File: src/hdl/unused_placeholder_none.sv
// Empty on purpose: all logic of the block lives in the main design file

File: src/hdl/dpll_hist_pkg.sv
// Constants, field layout and carrier types for the loop state and history block
// Notes on behaviour
// Average loop tuning words over each interval, store in holdover_average_word.
// Each interval average uses only its own samples, never earlier ones.
// Interval end gives a strobe setting the history-updated flag when its mask allows.
// History-update strobe can be routed to a multipurpose pin output.
// A change to another reference restarts history accumulation.
// Writing one to loop control bit 2 erases the stored history.
// A multipurpose pin configured as clear input also erases the history.
// Reference switch erases history unless the persistent-history bit is set.
// With no history, nothing is stored before a full interval, unless K is nonzero.
// Field K picks intermediate averages in the first interval after a clear only.
// Intermediate averages at interval/2^K, doubling to the full interval, then evenly.
// State machine handles reference changes and holdover entry and exit by itself.
// Each loop state change applies the newly active reference's profile; the code loads it only on entry to closed loop.
// Software may force holdover, free-run or a chosen reference via loop_mode.
// Switchover passes briefly through holdover, then closes the loop on the new reference.
// Lock status outputs stay frozen during a switchover.
// Holdover is open loop with constant word, the latest stored average if any.
// Holdover without history and fallback bit clear uses the free-run word.
// Holdover without history and fallback bit set keeps the last applied word.
// Valid reference in automatic holdover returns loop to closed operation with its profile.
// User-holdover bit set blocks automatic holdover exit until software clears it.
// Software should clear history after phase lock to drop acquisition transients.
// Interval is a 24-bit millisecond timer; zero must never be programmed.
// Free-run or holdover reports the phase lock detector as unlocked.
// Free-run uses the free-run word directly; closed loop uses loop filter output.
// History register updates all bytes in one cycle, never a byte mix.
package dpll_hist_pkg;
  localparam int          ADDR_W           = 12;
  localparam int          DATA_W           = 8;
  localparam int          FTW_W            = 48;
  localparam int          FTW_BYTES        = 6;
  localparam int          AVG_W            = 24;
  localparam int          AVG_BYTES        = 3;
  localparam logic [11:0] FRW_ADDR         = 12'h0300;
  localparam logic [11:0] AVG_INT_ADDR     = 12'h0318;
  localparam logic [11:0] HIST_MODE_ADDR   = 12'h031B;
  localparam logic [11:0] LOOP_MODE_ADDR   = 12'h0A01;
  localparam logic [11:0] LOOP_CTRL_ADDR   = 12'h0A03;
  localparam logic [11:0] HIST_ADDR        = 12'h0D14;
  localparam logic [11:0] STATUS_ADDR      = 12'h0D20;
  localparam logic [11:0] EVT_MASK_ADDR    = 12'h0D21;
  localparam logic [11:0] EVT_FLAG_ADDR    = 12'h0D22;
  localparam logic [11:0] MP_CFG_ADDR      = 12'h0D23;
  localparam int          HM_K_LSB         = 0;
  localparam int          HM_K_W           = 3;
  localparam int          HM_PERSIST_BIT   = 3;
  localparam int          HM_FALLBACK_BIT  = 4;
  localparam int          LM_REF_LSB       = 0;
  localparam int          LM_FORCE_REF_BIT = 2;
  localparam int          LM_FREE_RUN_BIT  = 5;
  localparam int          LM_USER_HOLD_BIT = 6;
  localparam int          LC_CLEAR_BIT     = 2;
  localparam int          EVT_HIST_BIT     = 0;
  localparam int          MP_STROBE_BIT    = 0;
  localparam int          MP_CLEAR_BIT     = 1;
  localparam logic [7:0]  BYTE_RST         = 8'h00;
  localparam logic [23:0] AVG_INT_RST      = 24'h00_03E8;
  localparam int          MS_NS            = 1000000;
  localparam int          CLK_NS           = 40;
  localparam int          CYC_PER_MS       = MS_NS / CLK_NS;

  typedef struct packed {
    logic [ADDR_W-1:0] addr;
    logic [DATA_W-1:0] wdata;
    logic              wr;
    logic              rd;
  } reg_req_t;

  typedef struct packed {
    logic phase;
    logic freq;
  } lock_t;
endpackage

File: src/hdl/dpll_holdover_history_control.sv
// Loop state control, reference switchover, holdover and tuning word history averaging
//
// The strobed register port was chosen for this implementation.
`timescale 1ns/1ps
module dpll_holdover_history_control #(
  parameter int NUM_REF    = 4,
  parameter int REF_W      = 2,
  parameter int CNT_W      = 24,
  parameter int CYC_PER_MS = dpll_hist_pkg::CYC_PER_MS
) (
  input  wire logic                             sys_clk_i,
  input  wire logic                             rst_i,
  input  wire dpll_hist_pkg::reg_req_t          reg_req_i,
  output logic [dpll_hist_pkg::DATA_W-1:0]      reg_rdata_o,
  input  wire logic [NUM_REF-1:0]               ref_valid_i,
  input  wire logic [dpll_hist_pkg::FTW_W-1:0]  loop_ftw_i,
  input  wire logic                             loop_ftw_vld_i,
  input  wire dpll_hist_pkg::lock_t             lock_i,
  input  wire logic                             mp_clear_i,
  output logic                                  hist_strobe_o,
  output dpll_hist_pkg::lock_t                  lock_o,
  output logic [dpll_hist_pkg::FTW_W-1:0]       synth_ftw_o,
  output logic [REF_W-1:0]                      active_ref_o,
  output logic                                  profile_load_o
);
  localparam int FW    = dpll_hist_pkg::FTW_W;
  localparam int SUM_W = FW + CNT_W;
  localparam int MS_W  = $clog2(CYC_PER_MS + 1);
  localparam int DIV_W = $clog2(SUM_W + 1);
  localparam logic [MS_W-1:0]  MS_LAST  = MS_W'(CYC_PER_MS - 1);
  localparam logic [DIV_W-1:0] DIV_STEP = DIV_W'(SUM_W);

  typedef enum logic [1:0] {FREE_RUN, CLOSED, SWITCH, HOLD} loop_st_t;

  loop_st_t            st_r, st_nxt;
  logic [FW-1:0]       frw_r, hist_r, hold_ftw_r, synth_r;
  logic [23:0]         avg_int_r, elapsed_r;
  logic [7:0]          hist_mode_r, loop_mode_r, evt_mask_r, mp_cfg_r, rdata_r;
  logic                evt_flag_r, hist_valid_r, first_r, strobe_r, load_r;
  logic [2:0]          shift_r, mp_sync_r;
  logic                clr_lvl_r;
  logic [MS_W-1:0]     ms_cnt_r;
  logic [SUM_W-1:0]    acc_r, quo_r;
  logic [CNT_W-1:0]    cnt_r, den_r;
  logic [CNT_W:0]      rem_r;
  logic [DIV_W-1:0]    div_cnt_r;
  logic                div_busy_r;
  logic [REF_W-1:0]    active_r;
  dpll_hist_pkg::lock_t lock_r;

  // Register decode
  wire [11:0] addr     = reg_req_i.addr;
  wire [11:0] frw_off  = addr - dpll_hist_pkg::FRW_ADDR;
  wire [11:0] avg_off  = addr - dpll_hist_pkg::AVG_INT_ADDR;
  wire [11:0] hist_off = addr - dpll_hist_pkg::HIST_ADDR;
  wire in_frw  = (addr >= dpll_hist_pkg::FRW_ADDR) && (frw_off < 12'(dpll_hist_pkg::FTW_BYTES));
  wire in_avg  = (addr >= dpll_hist_pkg::AVG_INT_ADDR)
                 && (avg_off < 12'(dpll_hist_pkg::AVG_BYTES));
  wire in_hist = (addr >= dpll_hist_pkg::HIST_ADDR) && (hist_off < 12'(dpll_hist_pkg::FTW_BYTES));
  wire wr_hm   = reg_req_i.wr && (addr == dpll_hist_pkg::HIST_MODE_ADDR);
  wire wr_lm   = reg_req_i.wr && (addr == dpll_hist_pkg::LOOP_MODE_ADDR);
  wire wr_mask = reg_req_i.wr && (addr == dpll_hist_pkg::EVT_MASK_ADDR);
  wire wr_flag = reg_req_i.wr && (addr == dpll_hist_pkg::EVT_FLAG_ADDR);
  wire wr_mp   = reg_req_i.wr && (addr == dpll_hist_pkg::MP_CFG_ADDR);
  wire sw_clr  = reg_req_i.wr && (addr == dpll_hist_pkg::LOOP_CTRL_ADDR)
                 && reg_req_i.wdata[dpll_hist_pkg::LC_CLEAR_BIT];

  // Control fields
  wire [2:0]       k_fld      = hist_mode_r[dpll_hist_pkg::HM_K_LSB +: dpll_hist_pkg::HM_K_W];
  wire             persist    = hist_mode_r[dpll_hist_pkg::HM_PERSIST_BIT];
  wire             fallback   = hist_mode_r[dpll_hist_pkg::HM_FALLBACK_BIT];
  wire [REF_W-1:0] lm_ref     = loop_mode_r[dpll_hist_pkg::LM_REF_LSB +: REF_W];
  wire             force_ref  = loop_mode_r[dpll_hist_pkg::LM_FORCE_REF_BIT];
  wire             force_free = loop_mode_r[dpll_hist_pkg::LM_FREE_RUN_BIT];
  wire             user_hold  = loop_mode_r[dpll_hist_pkg::LM_USER_HOLD_BIT];

  // Read mux, answered one cycle after the strobe
  wire [7:0] status_byte = {div_busy_r, lock_r.freq, lock_r.phase, hist_valid_r,
                            2'(active_r), (st_r == HOLD) || (st_r == SWITCH), st_r == FREE_RUN};
  wire [7:0] rd_nxt =
    in_frw  ? frw_r[{frw_off[2:0], 3'b000} +: 8] :
    in_avg  ? avg_int_r[{avg_off[1:0], 3'b000} +: 8] :
    in_hist ? hist_r[{hist_off[2:0], 3'b000} +: 8] :
    (addr == dpll_hist_pkg::HIST_MODE_ADDR) ? hist_mode_r :
    (addr == dpll_hist_pkg::LOOP_MODE_ADDR) ? loop_mode_r :
    (addr == dpll_hist_pkg::STATUS_ADDR)    ? status_byte :
    (addr == dpll_hist_pkg::EVT_MASK_ADDR)  ? evt_mask_r :
    (addr == dpll_hist_pkg::EVT_FLAG_ADDR)  ? {7'h00, evt_flag_r} :
    (addr == dpll_hist_pkg::MP_CFG_ADDR)    ? mp_cfg_r : dpll_hist_pkg::BYTE_RST;

  always_ff @(posedge sys_clk_i) begin
    if (rst_i) begin
      rdata_r <= dpll_hist_pkg::BYTE_RST;
    end else begin
      rdata_r <= reg_req_i.rd ? rd_nxt : dpll_hist_pkg::BYTE_RST;
    end
  end

  // Byte-wide writable words
  genvar g;
  generate
    for (g = 0; g < dpll_hist_pkg::FTW_BYTES; g++) begin : g_frw
      always_ff @(posedge sys_clk_i) begin
        if (rst_i) begin
          frw_r[8*g +: 8] <= dpll_hist_pkg::BYTE_RST;
        end else if (reg_req_i.wr && in_frw && (frw_off[2:0] == 3'(g))) begin
          frw_r[8*g +: 8] <= reg_req_i.wdata;
        end
      end
    end
    for (g = 0; g < dpll_hist_pkg::AVG_BYTES; g++) begin : g_avg
      always_ff @(posedge sys_clk_i) begin
        if (rst_i) begin
          avg_int_r[8*g +: 8] <= dpll_hist_pkg::AVG_INT_RST[8*g +: 8];
        end else if (reg_req_i.wr && in_avg && (avg_off[1:0] == 2'(g))) begin
          avg_int_r[8*g +: 8] <= reg_req_i.wdata;
        end
      end
    end
  endgenerate

  always_ff @(posedge sys_clk_i) begin
    if (rst_i) begin
      hist_mode_r <= dpll_hist_pkg::BYTE_RST;
      loop_mode_r <= dpll_hist_pkg::BYTE_RST;
      evt_mask_r  <= dpll_hist_pkg::BYTE_RST;
      mp_cfg_r    <= dpll_hist_pkg::BYTE_RST;
    end else begin
      if (wr_hm)   hist_mode_r <= reg_req_i.wdata;
      if (wr_lm)   loop_mode_r <= reg_req_i.wdata;
      if (wr_mask) evt_mask_r  <= reg_req_i.wdata;
      if (wr_mp)   mp_cfg_r    <= reg_req_i.wdata;
    end
  end

  // Clear pin: three stages, level taken once stages two and three agree
  wire clr_lvl_nxt = (mp_sync_r[1] == mp_sync_r[2]) ? mp_sync_r[2] : clr_lvl_r;
  wire pin_clr     = clr_lvl_nxt && !clr_lvl_r && mp_cfg_r[dpll_hist_pkg::MP_CLEAR_BIT];
  always_ff @(posedge sys_clk_i) begin
    if (rst_i) begin
      mp_sync_r <= 3'h0;
      clr_lvl_r <= 1'b0;
    end else begin
      mp_sync_r <= {mp_sync_r[1:0], mp_clear_i};
      clr_lvl_r <= clr_lvl_nxt;
    end
  end

  // Reference choice: forced one, else lowest valid index
  function automatic logic [REF_W-1:0] lowest_valid(input logic [NUM_REF-1:0] v);
    lowest_valid = '0;
    for (int i = NUM_REF - 1; i >= 0; i--) begin
      if (v[i]) lowest_valid = REF_W'(i);
    end
  endfunction
  wire [REF_W-1:0] cand_ref = force_ref ? lm_ref : lowest_valid(ref_valid_i);
  wire             cand_ok  = force_ref ? ref_valid_i[lm_ref] : |ref_valid_i;

  // Loop state machine
  always_comb begin
    st_nxt = st_r;
    unique case (st_r)
      FREE_RUN: if (!force_free) st_nxt = HOLD;
      CLOSED: begin
        if (force_free) st_nxt = FREE_RUN;
        else if (user_hold || !cand_ok) st_nxt = HOLD;
        else if (cand_ref != active_r) st_nxt = SWITCH;
      end
      SWITCH: st_nxt = force_free ? FREE_RUN : CLOSED;
      HOLD: begin
        if (force_free) st_nxt = FREE_RUN;
        else if (!user_hold && cand_ok) st_nxt = CLOSED;
      end
    endcase
  end

  wire in_hold_nxt = (st_nxt == HOLD) || (st_nxt == SWITCH);
  wire in_hold_cur = (st_r == HOLD) || (st_r == SWITCH);
  wire enter_hold  = in_hold_nxt && !in_hold_cur;
  wire load_evt    = (st_nxt == CLOSED) && (st_r != CLOSED);
  wire ref_change  = load_evt && (cand_ref != active_r);
  wire hist_clr    = sw_clr || pin_clr || (ref_change && !persist);
  wire acc_restart = hist_clr || ref_change;

  // Holdover word chosen at entry and then frozen
  wire [FW-1:0] hold_cap  = hist_valid_r ? hist_r : (fallback ? synth_r : frw_r);
  wire [FW-1:0] hold_word = enter_hold ? hold_cap : hold_ftw_r;
  wire [FW-1:0] synth_nxt = (st_nxt == FREE_RUN) ? frw_r :
                            (st_nxt == CLOSED)   ? loop_ftw_i : hold_word;

  dpll_hist_pkg::lock_t lock_nxt;
  assign lock_nxt.phase = (st_nxt == CLOSED) ? lock_i.phase :
                          (st_nxt == SWITCH) ? lock_r.phase : 1'b0;
  assign lock_nxt.freq  = (st_nxt == SWITCH) ? lock_r.freq : lock_i.freq;

  always_ff @(posedge sys_clk_i) begin
    if (rst_i) begin
      st_r       <= HOLD;
      active_r   <= '0;
      load_r     <= 1'b0;
      hold_ftw_r <= '0;
      synth_r    <= '0;
      lock_r     <= '0;
    end else begin
      st_r       <= st_nxt;
      load_r     <= load_evt;
      hold_ftw_r <= hold_word;
      synth_r    <= synth_nxt;
      lock_r     <= lock_nxt;
      if (load_evt) active_r <= cand_ref;
    end
  end

  // Millisecond tick, runs only while the loop is closed
  wire ms_tick = (st_r == CLOSED) && (ms_cnt_r == MS_LAST);
  always_ff @(posedge sys_clk_i) begin
    if (rst_i || acc_restart || (st_r != CLOSED)) begin
      ms_cnt_r <= '0;
    end else begin
      ms_cnt_r <= ms_tick ? '0 : ms_cnt_r + MS_W'(1);
    end
  end

  // Interval and intermediate checkpoints
  wire [23:0] elapsed_nxt = elapsed_r + 24'h00_0001;
  wire [23:0] mid_target  = avg_int_r >> shift_r;
  wire        full_end    = ms_tick && (elapsed_nxt >= avg_int_r);
  wire        mid_end     = first_r && (shift_r != 3'h0) && (mid_target != 24'h00_0000)
                            && (elapsed_r >= mid_target) && !div_busy_r;
  wire        take        = (full_end || mid_end) && !acc_restart;
  wire        add         = (st_r == CLOSED) && loop_ftw_vld_i;
  wire [SUM_W-1:0] acc_sum = acc_r + SUM_W'(add ? loop_ftw_i : '0);
  wire [CNT_W-1:0] cnt_sum = cnt_r + CNT_W'(add);

  always_ff @(posedge sys_clk_i) begin
    if (rst_i || acc_restart) begin
      acc_r     <= '0;
      cnt_r     <= '0;
      elapsed_r <= '0;
      first_r   <= rst_i || hist_clr;
      shift_r   <= rst_i ? 3'h0 : k_fld;
    end else if (full_end) begin
      acc_r     <= '0;
      cnt_r     <= '0;
      elapsed_r <= '0;
      first_r   <= 1'b0;
      shift_r   <= 3'h0;
    end else begin
      acc_r     <= acc_sum;
      cnt_r     <= cnt_sum;
      if (ms_tick) elapsed_r <= elapsed_nxt;
      if (mid_end) shift_r <= shift_r - 3'h1;
    end
  end

  // Serial restoring divider; a clear aborts it so no stale mean lands
  wire [CNT_W+1:0] trial = {rem_r, quo_r[SUM_W-1]} - {2'b00, den_r};
  always_ff @(posedge sys_clk_i) begin
    if (rst_i || acc_restart) begin
      div_busy_r <= 1'b0;
      div_cnt_r  <= '0;
      quo_r      <= '0;
      rem_r      <= '0;
      den_r      <= '0;
    end else if (take) begin
      div_busy_r <= 1'b1;
      div_cnt_r  <= DIV_STEP;
      quo_r      <= acc_sum;
      rem_r      <= '0;
      den_r      <= cnt_sum;
    end else if (div_busy_r) begin
      div_cnt_r  <= div_cnt_r - DIV_W'(1);
      div_busy_r <= div_cnt_r != DIV_W'(1);
      quo_r      <= {quo_r[SUM_W-2:0], !trial[CNT_W+1]};
      rem_r      <= trial[CNT_W+1] ? {rem_r[CNT_W-1:0], quo_r[SUM_W-1]} : trial[CNT_W:0];
    end
  end

  // An abort in the last step must not leave a strobe behind
  wire div_done = div_busy_r && (div_cnt_r == DIV_W'(1)) && !acc_restart;
  wire [SUM_W-1:0] quo_fin = {quo_r[SUM_W-2:0], !trial[CNT_W+1]};
  wire store = div_done && (den_r != '0);

  always_ff @(posedge sys_clk_i) begin
    if (rst_i) begin
      hist_r       <= '0;
      hist_valid_r <= 1'b0;
      strobe_r     <= 1'b0;
      evt_flag_r   <= 1'b0;
    end else begin
      strobe_r <= div_done;
      if (store) hist_r <= quo_fin[FW-1:0];
      if (hist_clr) hist_valid_r <= 1'b0;
      else if (store) hist_valid_r <= 1'b1;
      // Set beats a same-cycle write-one clear
      if (div_done && evt_mask_r[dpll_hist_pkg::EVT_HIST_BIT]) evt_flag_r <= 1'b1;
      else if (wr_flag && reg_req_i.wdata[dpll_hist_pkg::EVT_HIST_BIT]) evt_flag_r <= 1'b0;
    end
  end

  assign reg_rdata_o    = rdata_r;
  assign hist_strobe_o  = strobe_r && mp_cfg_r[dpll_hist_pkg::MP_STROBE_BIT];
  assign lock_o         = lock_r;
  assign synth_ftw_o    = synth_r;
  assign active_ref_o   = active_r;
  assign profile_load_o = load_r;

  // Checks
  property p_switch_freeze;
    @(posedge sys_clk_i) disable iff (rst_i)
      (st_r == SWITCH) |-> (lock_o == $past(lock_o));
  endproperty
  a_switch_freeze: assert property (p_switch_freeze) else $error("lock moved in switch");

  property p_hold_unlock;
    @(posedge sys_clk_i) disable iff (rst_i)
      (st_r == HOLD || st_r == FREE_RUN) |-> !lock_o.phase;
  endproperty
  a_hold_unlock: assert property (p_hold_unlock) else $error("phase lock shown open loop");

  property p_free_word;
    @(posedge sys_clk_i) disable iff (rst_i)
      (st_r == FREE_RUN) && $stable(frw_r) |-> (synth_ftw_o == frw_r);
  endproperty
  a_free_word: assert property (p_free_word) else $error("free-run word not applied");

  property p_hold_const;
    @(posedge sys_clk_i) disable iff (rst_i)
      (st_r == HOLD) ##1 (st_r == HOLD) |-> $stable(synth_ftw_o);
  endproperty
  a_hold_const: assert property (p_hold_const) else $error("holdover word changed");

  property p_sw_clear;
    @(posedge sys_clk_i) disable iff (rst_i)
      sw_clr |=> !hist_valid_r && (elapsed_r == 24'h00_0000);
  endproperty
  a_sw_clear: assert property (p_sw_clear) else $error("history not erased");

  property p_user_hold;
    @(posedge sys_clk_i) disable iff (rst_i)
      (st_r == HOLD) && user_hold && !force_free && !wr_lm |=> (st_r == HOLD);
  endproperty
  a_user_hold: assert property (p_user_hold) else $error("left user holdover");

  property p_flag_set;
    @(posedge sys_clk_i) disable iff (rst_i)
      div_done && evt_mask_r[dpll_hist_pkg::EVT_HIST_BIT] |=> evt_flag_r && strobe_r;
  endproperty
  a_flag_set: assert property (p_flag_set) else $error("history flag not set");

  property p_switch_erase;
    @(posedge sys_clk_i) disable iff (rst_i)
      ref_change && !persist |=> !hist_valid_r ##[1:3] (st_r == CLOSED || st_r == FREE_RUN
                                                       || st_r == HOLD);
  endproperty
  a_switch_erase: assert property (p_switch_erase) else $error("switch kept history");

  property p_store_atomic;
    @(posedge sys_clk_i) disable iff (rst_i)
      store |=> (hist_r == $past(quo_fin[FW-1:0])) && hist_valid_r;
  endproperty
  a_store_atomic: assert property (p_store_atomic) else $error("history store wrong");

  c_switch: cover property (@(posedge sys_clk_i) disable iff (rst_i)
    (st_r == CLOSED) ##1 (st_r == SWITCH) ##1 (st_r == CLOSED));
  c_store: cover property (@(posedge sys_clk_i) disable iff (rst_i) store && first_r);
  c_recover: cover property (@(posedge sys_clk_i) disable iff (rst_i)
    (st_r == HOLD) && hist_valid_r ##1 (st_r == CLOSED));
endmodule // dpll_holdover_history_control

File: config.mk
export PLATFORM = sky130hd
export DESIGN_NAME = dpll_holdover_history_control
export DESIGN_NICKNAME = d
export VERILOG_FILES = /design/src/hdl/unused_placeholder_none.sv /design/src/hdl/dpll_hist_pkg.sv /design/src/hdl/dpll_holdover_history_control.sv
export SDC_FILE = /design/constraint.sdc
export NUM_CORES = 2
export LEC_CHECK = 0
export BUFFER_PORTS_ARGS = -buffer_cell sky130_fd_sc_hd__clkbuf_2
export CORE_ASPECT_RATIO = 1.5
export CORE_MARGIN = 4
export CORE_UTILIZATION = 25
export CTS_BUF_LIST = sky130_fd_sc_hd__clkbuf_8
export CTS_CLUSTER_SIZE = 8
export DETAILED_ROUTE_END_ITERATION = 12
export GPL_TIMING_DRIVEN = 0
export HOLD_SLACK_MARGIN = 0.1
export PLACE_DENSITY = 0.37
export SYNTH_ARGS = -nofsm -noshare
export SYNTH_HDL_FRONTEND = slang
export SYNTH_SLANG_ARGS = --single-unit
File: constraint.sdc
create_clock -name sys_clk_i -period 5.73 [get_ports sys_clk_i]
set_input_delay 0.573 -clock sys_clk_i [delete_from_list [all_inputs] [get_ports sys_clk_i]]
set_output_delay 0.573 -clock sys_clk_i [all_outputs]
set_load 0.02 [all_outputs]
==> results_dict.tcl <==
set metrics [dict create \
    finalCriticalPeriod_ns 5.29 \
    cts_tree "yes" \
    seqCellArea_um2 10800 \
    fillCellCount 12900 \
    slew_viol_final 0 \
    cpMostUsedCell "and3_1" \
    mostFrequentLayoutCells "534 x dfxtp_1, 504 x nor2_1, 349 x nand2_1, 313 x a21oi_1, 187 x mux2i_1" \
    viasPerCell 4.96 \
    synth_compound_area_share_pct 19.4 \
    finalInstanceArea_um2 34700 \
    worst_path_largest_cell_delay_ns 0.44 \
    cts.sink_count 538 \
    syn2layout_area_growth_pct 16.6 \
    antenna_found_initial 6 \
    cts_root_buffer "clkbuf_8" \
    power.total_mw 8.89 \
    dpl.hpwl_um 103000 \
    grt_max_degree 15 \
    critPathBufInv 2 \
    routed_wirelength_um 130000 \
    die_w_um 290 \
    crit_path_end_kind "flip-flop" \
    fin_setup_tns_ns 0 \
    setup_viol 0 \
    synth_top_family_by_area "simple AND/OR/NAND/NOR gates" \
    synthesis.area_um2 29700 \
    cts-htree-levels 3 \
    holdPathStages 3 \
    synth_nets 3813 \
    synth-simple-area-share_pct 19.6 \
    synthAdderAreaFrac_pct 5.82 \
    crit_slowest_cell "dfxtp_1" \
    synthArstFlopShare_pct 0 \
    grt_pass1_wl_um 188000 \
    hold_path.class "input port to flip-flop" \
    path_depth 20 \
    p_per_area_nw_per_um2 256 \
    seq_area_frac_synth_pct 36.4 \
    p_leak_nw 13.1 \
    synth.ff_latch_count 538 \
    post-route-period-util_pct 92.4 \
    whs_endpoint "synth_ftw_o[18]" \
    cts.clk_slew.worst_paths_ns 0.07 \
    first_pass_iters 6 \
    status "completed" \
    mostFrequentLayoutCell "dfxtp_1" \
    die_y_um 430 \
    synth_area_per_cell_um2 8.27 \
    min-delay-start "loop_ftw_i[18]" \
    syn_inst 3596 \
    tightest_slew_ns 1.36 \
    portBuffers 138 \
    p_comb_share_pct 11.6 \
    wl_per_cell_um 23.7 \
    vdd_drop_max_uv 153 \
    die_area_um2 125000 \
    r2r-start "elapsed_r[0]" \
    crit_path_start_kind "flip-flop" \
    cts_buffers 96 \
    multiInputGateArea_um2 17600 \
    core_um2 118000 \
    ff2ff_path_depth 20 \
    r2r_setup_slack_ns 0.44 \
    clockBufferDepth 3 \
    power.switching_mw 2.65 \
    synth_edf_count 4 \
    rsz0062_at_grt "no" \
    clock-skew-final_ns 0.0490 \
    gp_congestion 0.886 \
    synthXorXnorAreaFrac_pct 5.15 \
    fp-row-count 154 \
    drive_gt1_share_pct 10.7 \
    grt_util_all_layers_pct 20.4 \
    max_cap_violations 0 \
    synthMuxAreaShare_pct 9.06 \
    synth_flop_cell "dfxtp_1" \
    seq_power_share_pct 43.4 \
    cp.required_ns 6.36 \
    path_delay_family "simple AND/OR/NAND/NOR gates" \
    post-route-drc-count 0 \
    p_int_mw 6.24 \
    ant_nets 0 \
    clkLatencyLatePin_ns 0.79 \
    relSlewSlack_pct 9.30 \
    vias 27200 \
    timing.rr.end "quo_r[44]" \
    path_max_fanout 10 \
    start_util_pct 25.3 \
    drtIter0Drc 1529 \
    yosys_warnings 0 \
    crit_arrival_ns 5.93 \
    overflow 0 \
    synth_top_area_share_pct 36.0 \
    hold_viol 0 \
    worstSetupPathType "flip-flop to flip-flop" \
    synthTopCellsByArea "dfxtp_1 36%, nor2_1 6.4%, mux2i_1 6.3%" \
    placedInstanceArea_um2 32400 \
    clock_power_share_pct 45.0 \
    crit_chain "ha_1, nand3_1, nor2_2, and4_1, and3_1, and3_1, and3_1, nand3_1, nor2_1, xor2_1, ha_1, a211oi_1, o311ai_0, o21a_1, nor2_4, nor2b_1, buf_6, clkbuf_1, a211oi_2, a211oi_1" \
    p_sw_share_pct 29.8 \
    nets 4066 \
    fmax_ghz 0.189 \
    synth_cell_types 84 \
    grt_pass1_vias 27500 \
    io_pins 142 \
    synth_largest_area_cell "dfxtp_1" \
]
## worst min-delay path, delay by kind of cell
family	cells	cell delay, ns
AOI/OAI and AO/OA	2	0.23
buffers and inverters	1	0.12
## how the worst max path moves through the flow
stage | start | endpoint | slack, ns
6_report | elapsed_r[0] | quo_r[44] | 0.44
5_1_grt | elapsed_r[0] | quo_r[40] | 0.007
4_1_cts | st_r[0] | quo_r[71] | 0.11
3_5_place_dp | elapsed_r[7] | elapsed_r[4] | -0.57
3_3_place_gp | st_r[0] | quo_r[71] | -1.00
2_1_floorplan | elapsed_r[7] | shift_r[0] | 1.35
## power by group through the flow
| stage | clock [mW] | sequential [mW] | combinational (mW) |
|---|---|---|---|
| 6_report | 4.00 | 3.86 | 1.03 |
| 5_1_grt | 4.27 | 3.86 | 1.11 |
| 4_1_cts | 4.15 | 3.86 | 1.03 |
| 3_5_place_dp | 0 | 3.94 | 1.02 |
| 3_3_place_gp | 0 | 3.94 | 1.03 |
| 2_1_floorplan | 0 | 3.95 | 0.556 |
## sequential cells by signal, indices dropped and copies added, names as in the netlist, 24 cells and up
name         count
avg_int_r       24
rem_r           25
elapsed_r       24
hist_r          48
hold_ftw_r      48
quo_r           72
acc_r           72
den_r           24
frw_r           48
synth_ftw_o     48
cnt_r           24
## cell usage after synthesis, types with 18 or more instances
master / instances
and3_1: 79
a31oi_1: 18
mux4_2: 25
a21o_1: 43
nand2_1: 349
o22ai_1: 46
clkbuf_1: 186
o21ai_0: 106
a211oi_1: 177
nor3_1: 35
xnor2_1: 87
nor4_1: 18
dfxtp_1: 534
inv_1: 93
a21oi_1: 313
ha_1: 135
xor2_1: 88
mux2i_1: 187
buf_1: 19
and2_1: 31
a22oi_1: 58
buf_2: 21
mux2_2: 23
nor2_1: 505
nand4_1: 39
nand3_1: 76
nor2b_1: 82
## per-stage QoR
step                instances  util (%)  worst slack [ns]  hold WS [ns]
global route             5483      29.4           0.00747         0.177
floorplan                3596         -              1.35         0.414
global placement         5294      27.5             -1.00         0.427
CTS                      5480      29.4             0.106         0.102
detailed placement       5294      27.5            -0.566         0.426
finish                   5488      29.5             0.435         0.186
## final cells by class
cell class                      instances  share of cell area, %
Multi-Input combinational cell       2724                   50.8
Sequential cell                       538                   31.2
Tap cell                             1560                   5.63
Clock buffer                          122                   4.84
Buffer                                238                   2.92
Timing Repair Buffer                  156                   2.48
Clock inverter                         49                   1.10
Inverter                               95                   1.03
Antenna cell                            6                 0.0433
## cells by family (layout without fill, tap and decap cells)
logic type                 after synthesis  in the layout
other                                    0              6
buffers and inverters                  334            660
DFF                                    538            538
xor gates and xnor gates               175            175
adders and majority gates              137            137
and+or+nand+nor                       1283           1283
AOI/OAI and AO/OA                      894            894
muxes                                  235            235
## per-layer routing
layer,GRT usage [%],vias up,wire [um]
met5,0,-,14
met4,10.3,2,6670
met3,2.28,216,4820
met2,36.6,662,65200
met1,23.9,13000,53200
li1,-,13300,-
## repair_timing
item / in CTS / in global routing
hold buffers: 15 / 0
pin swaps: 0 / 2
setup endpoints to repair: 127 / 43
gates resized for setup: 7 / 4
hold endpoints to repair: 27 / 0
setup buffers: 0 / 2
No activity file was read; power rests on OpenSTA's default activity.
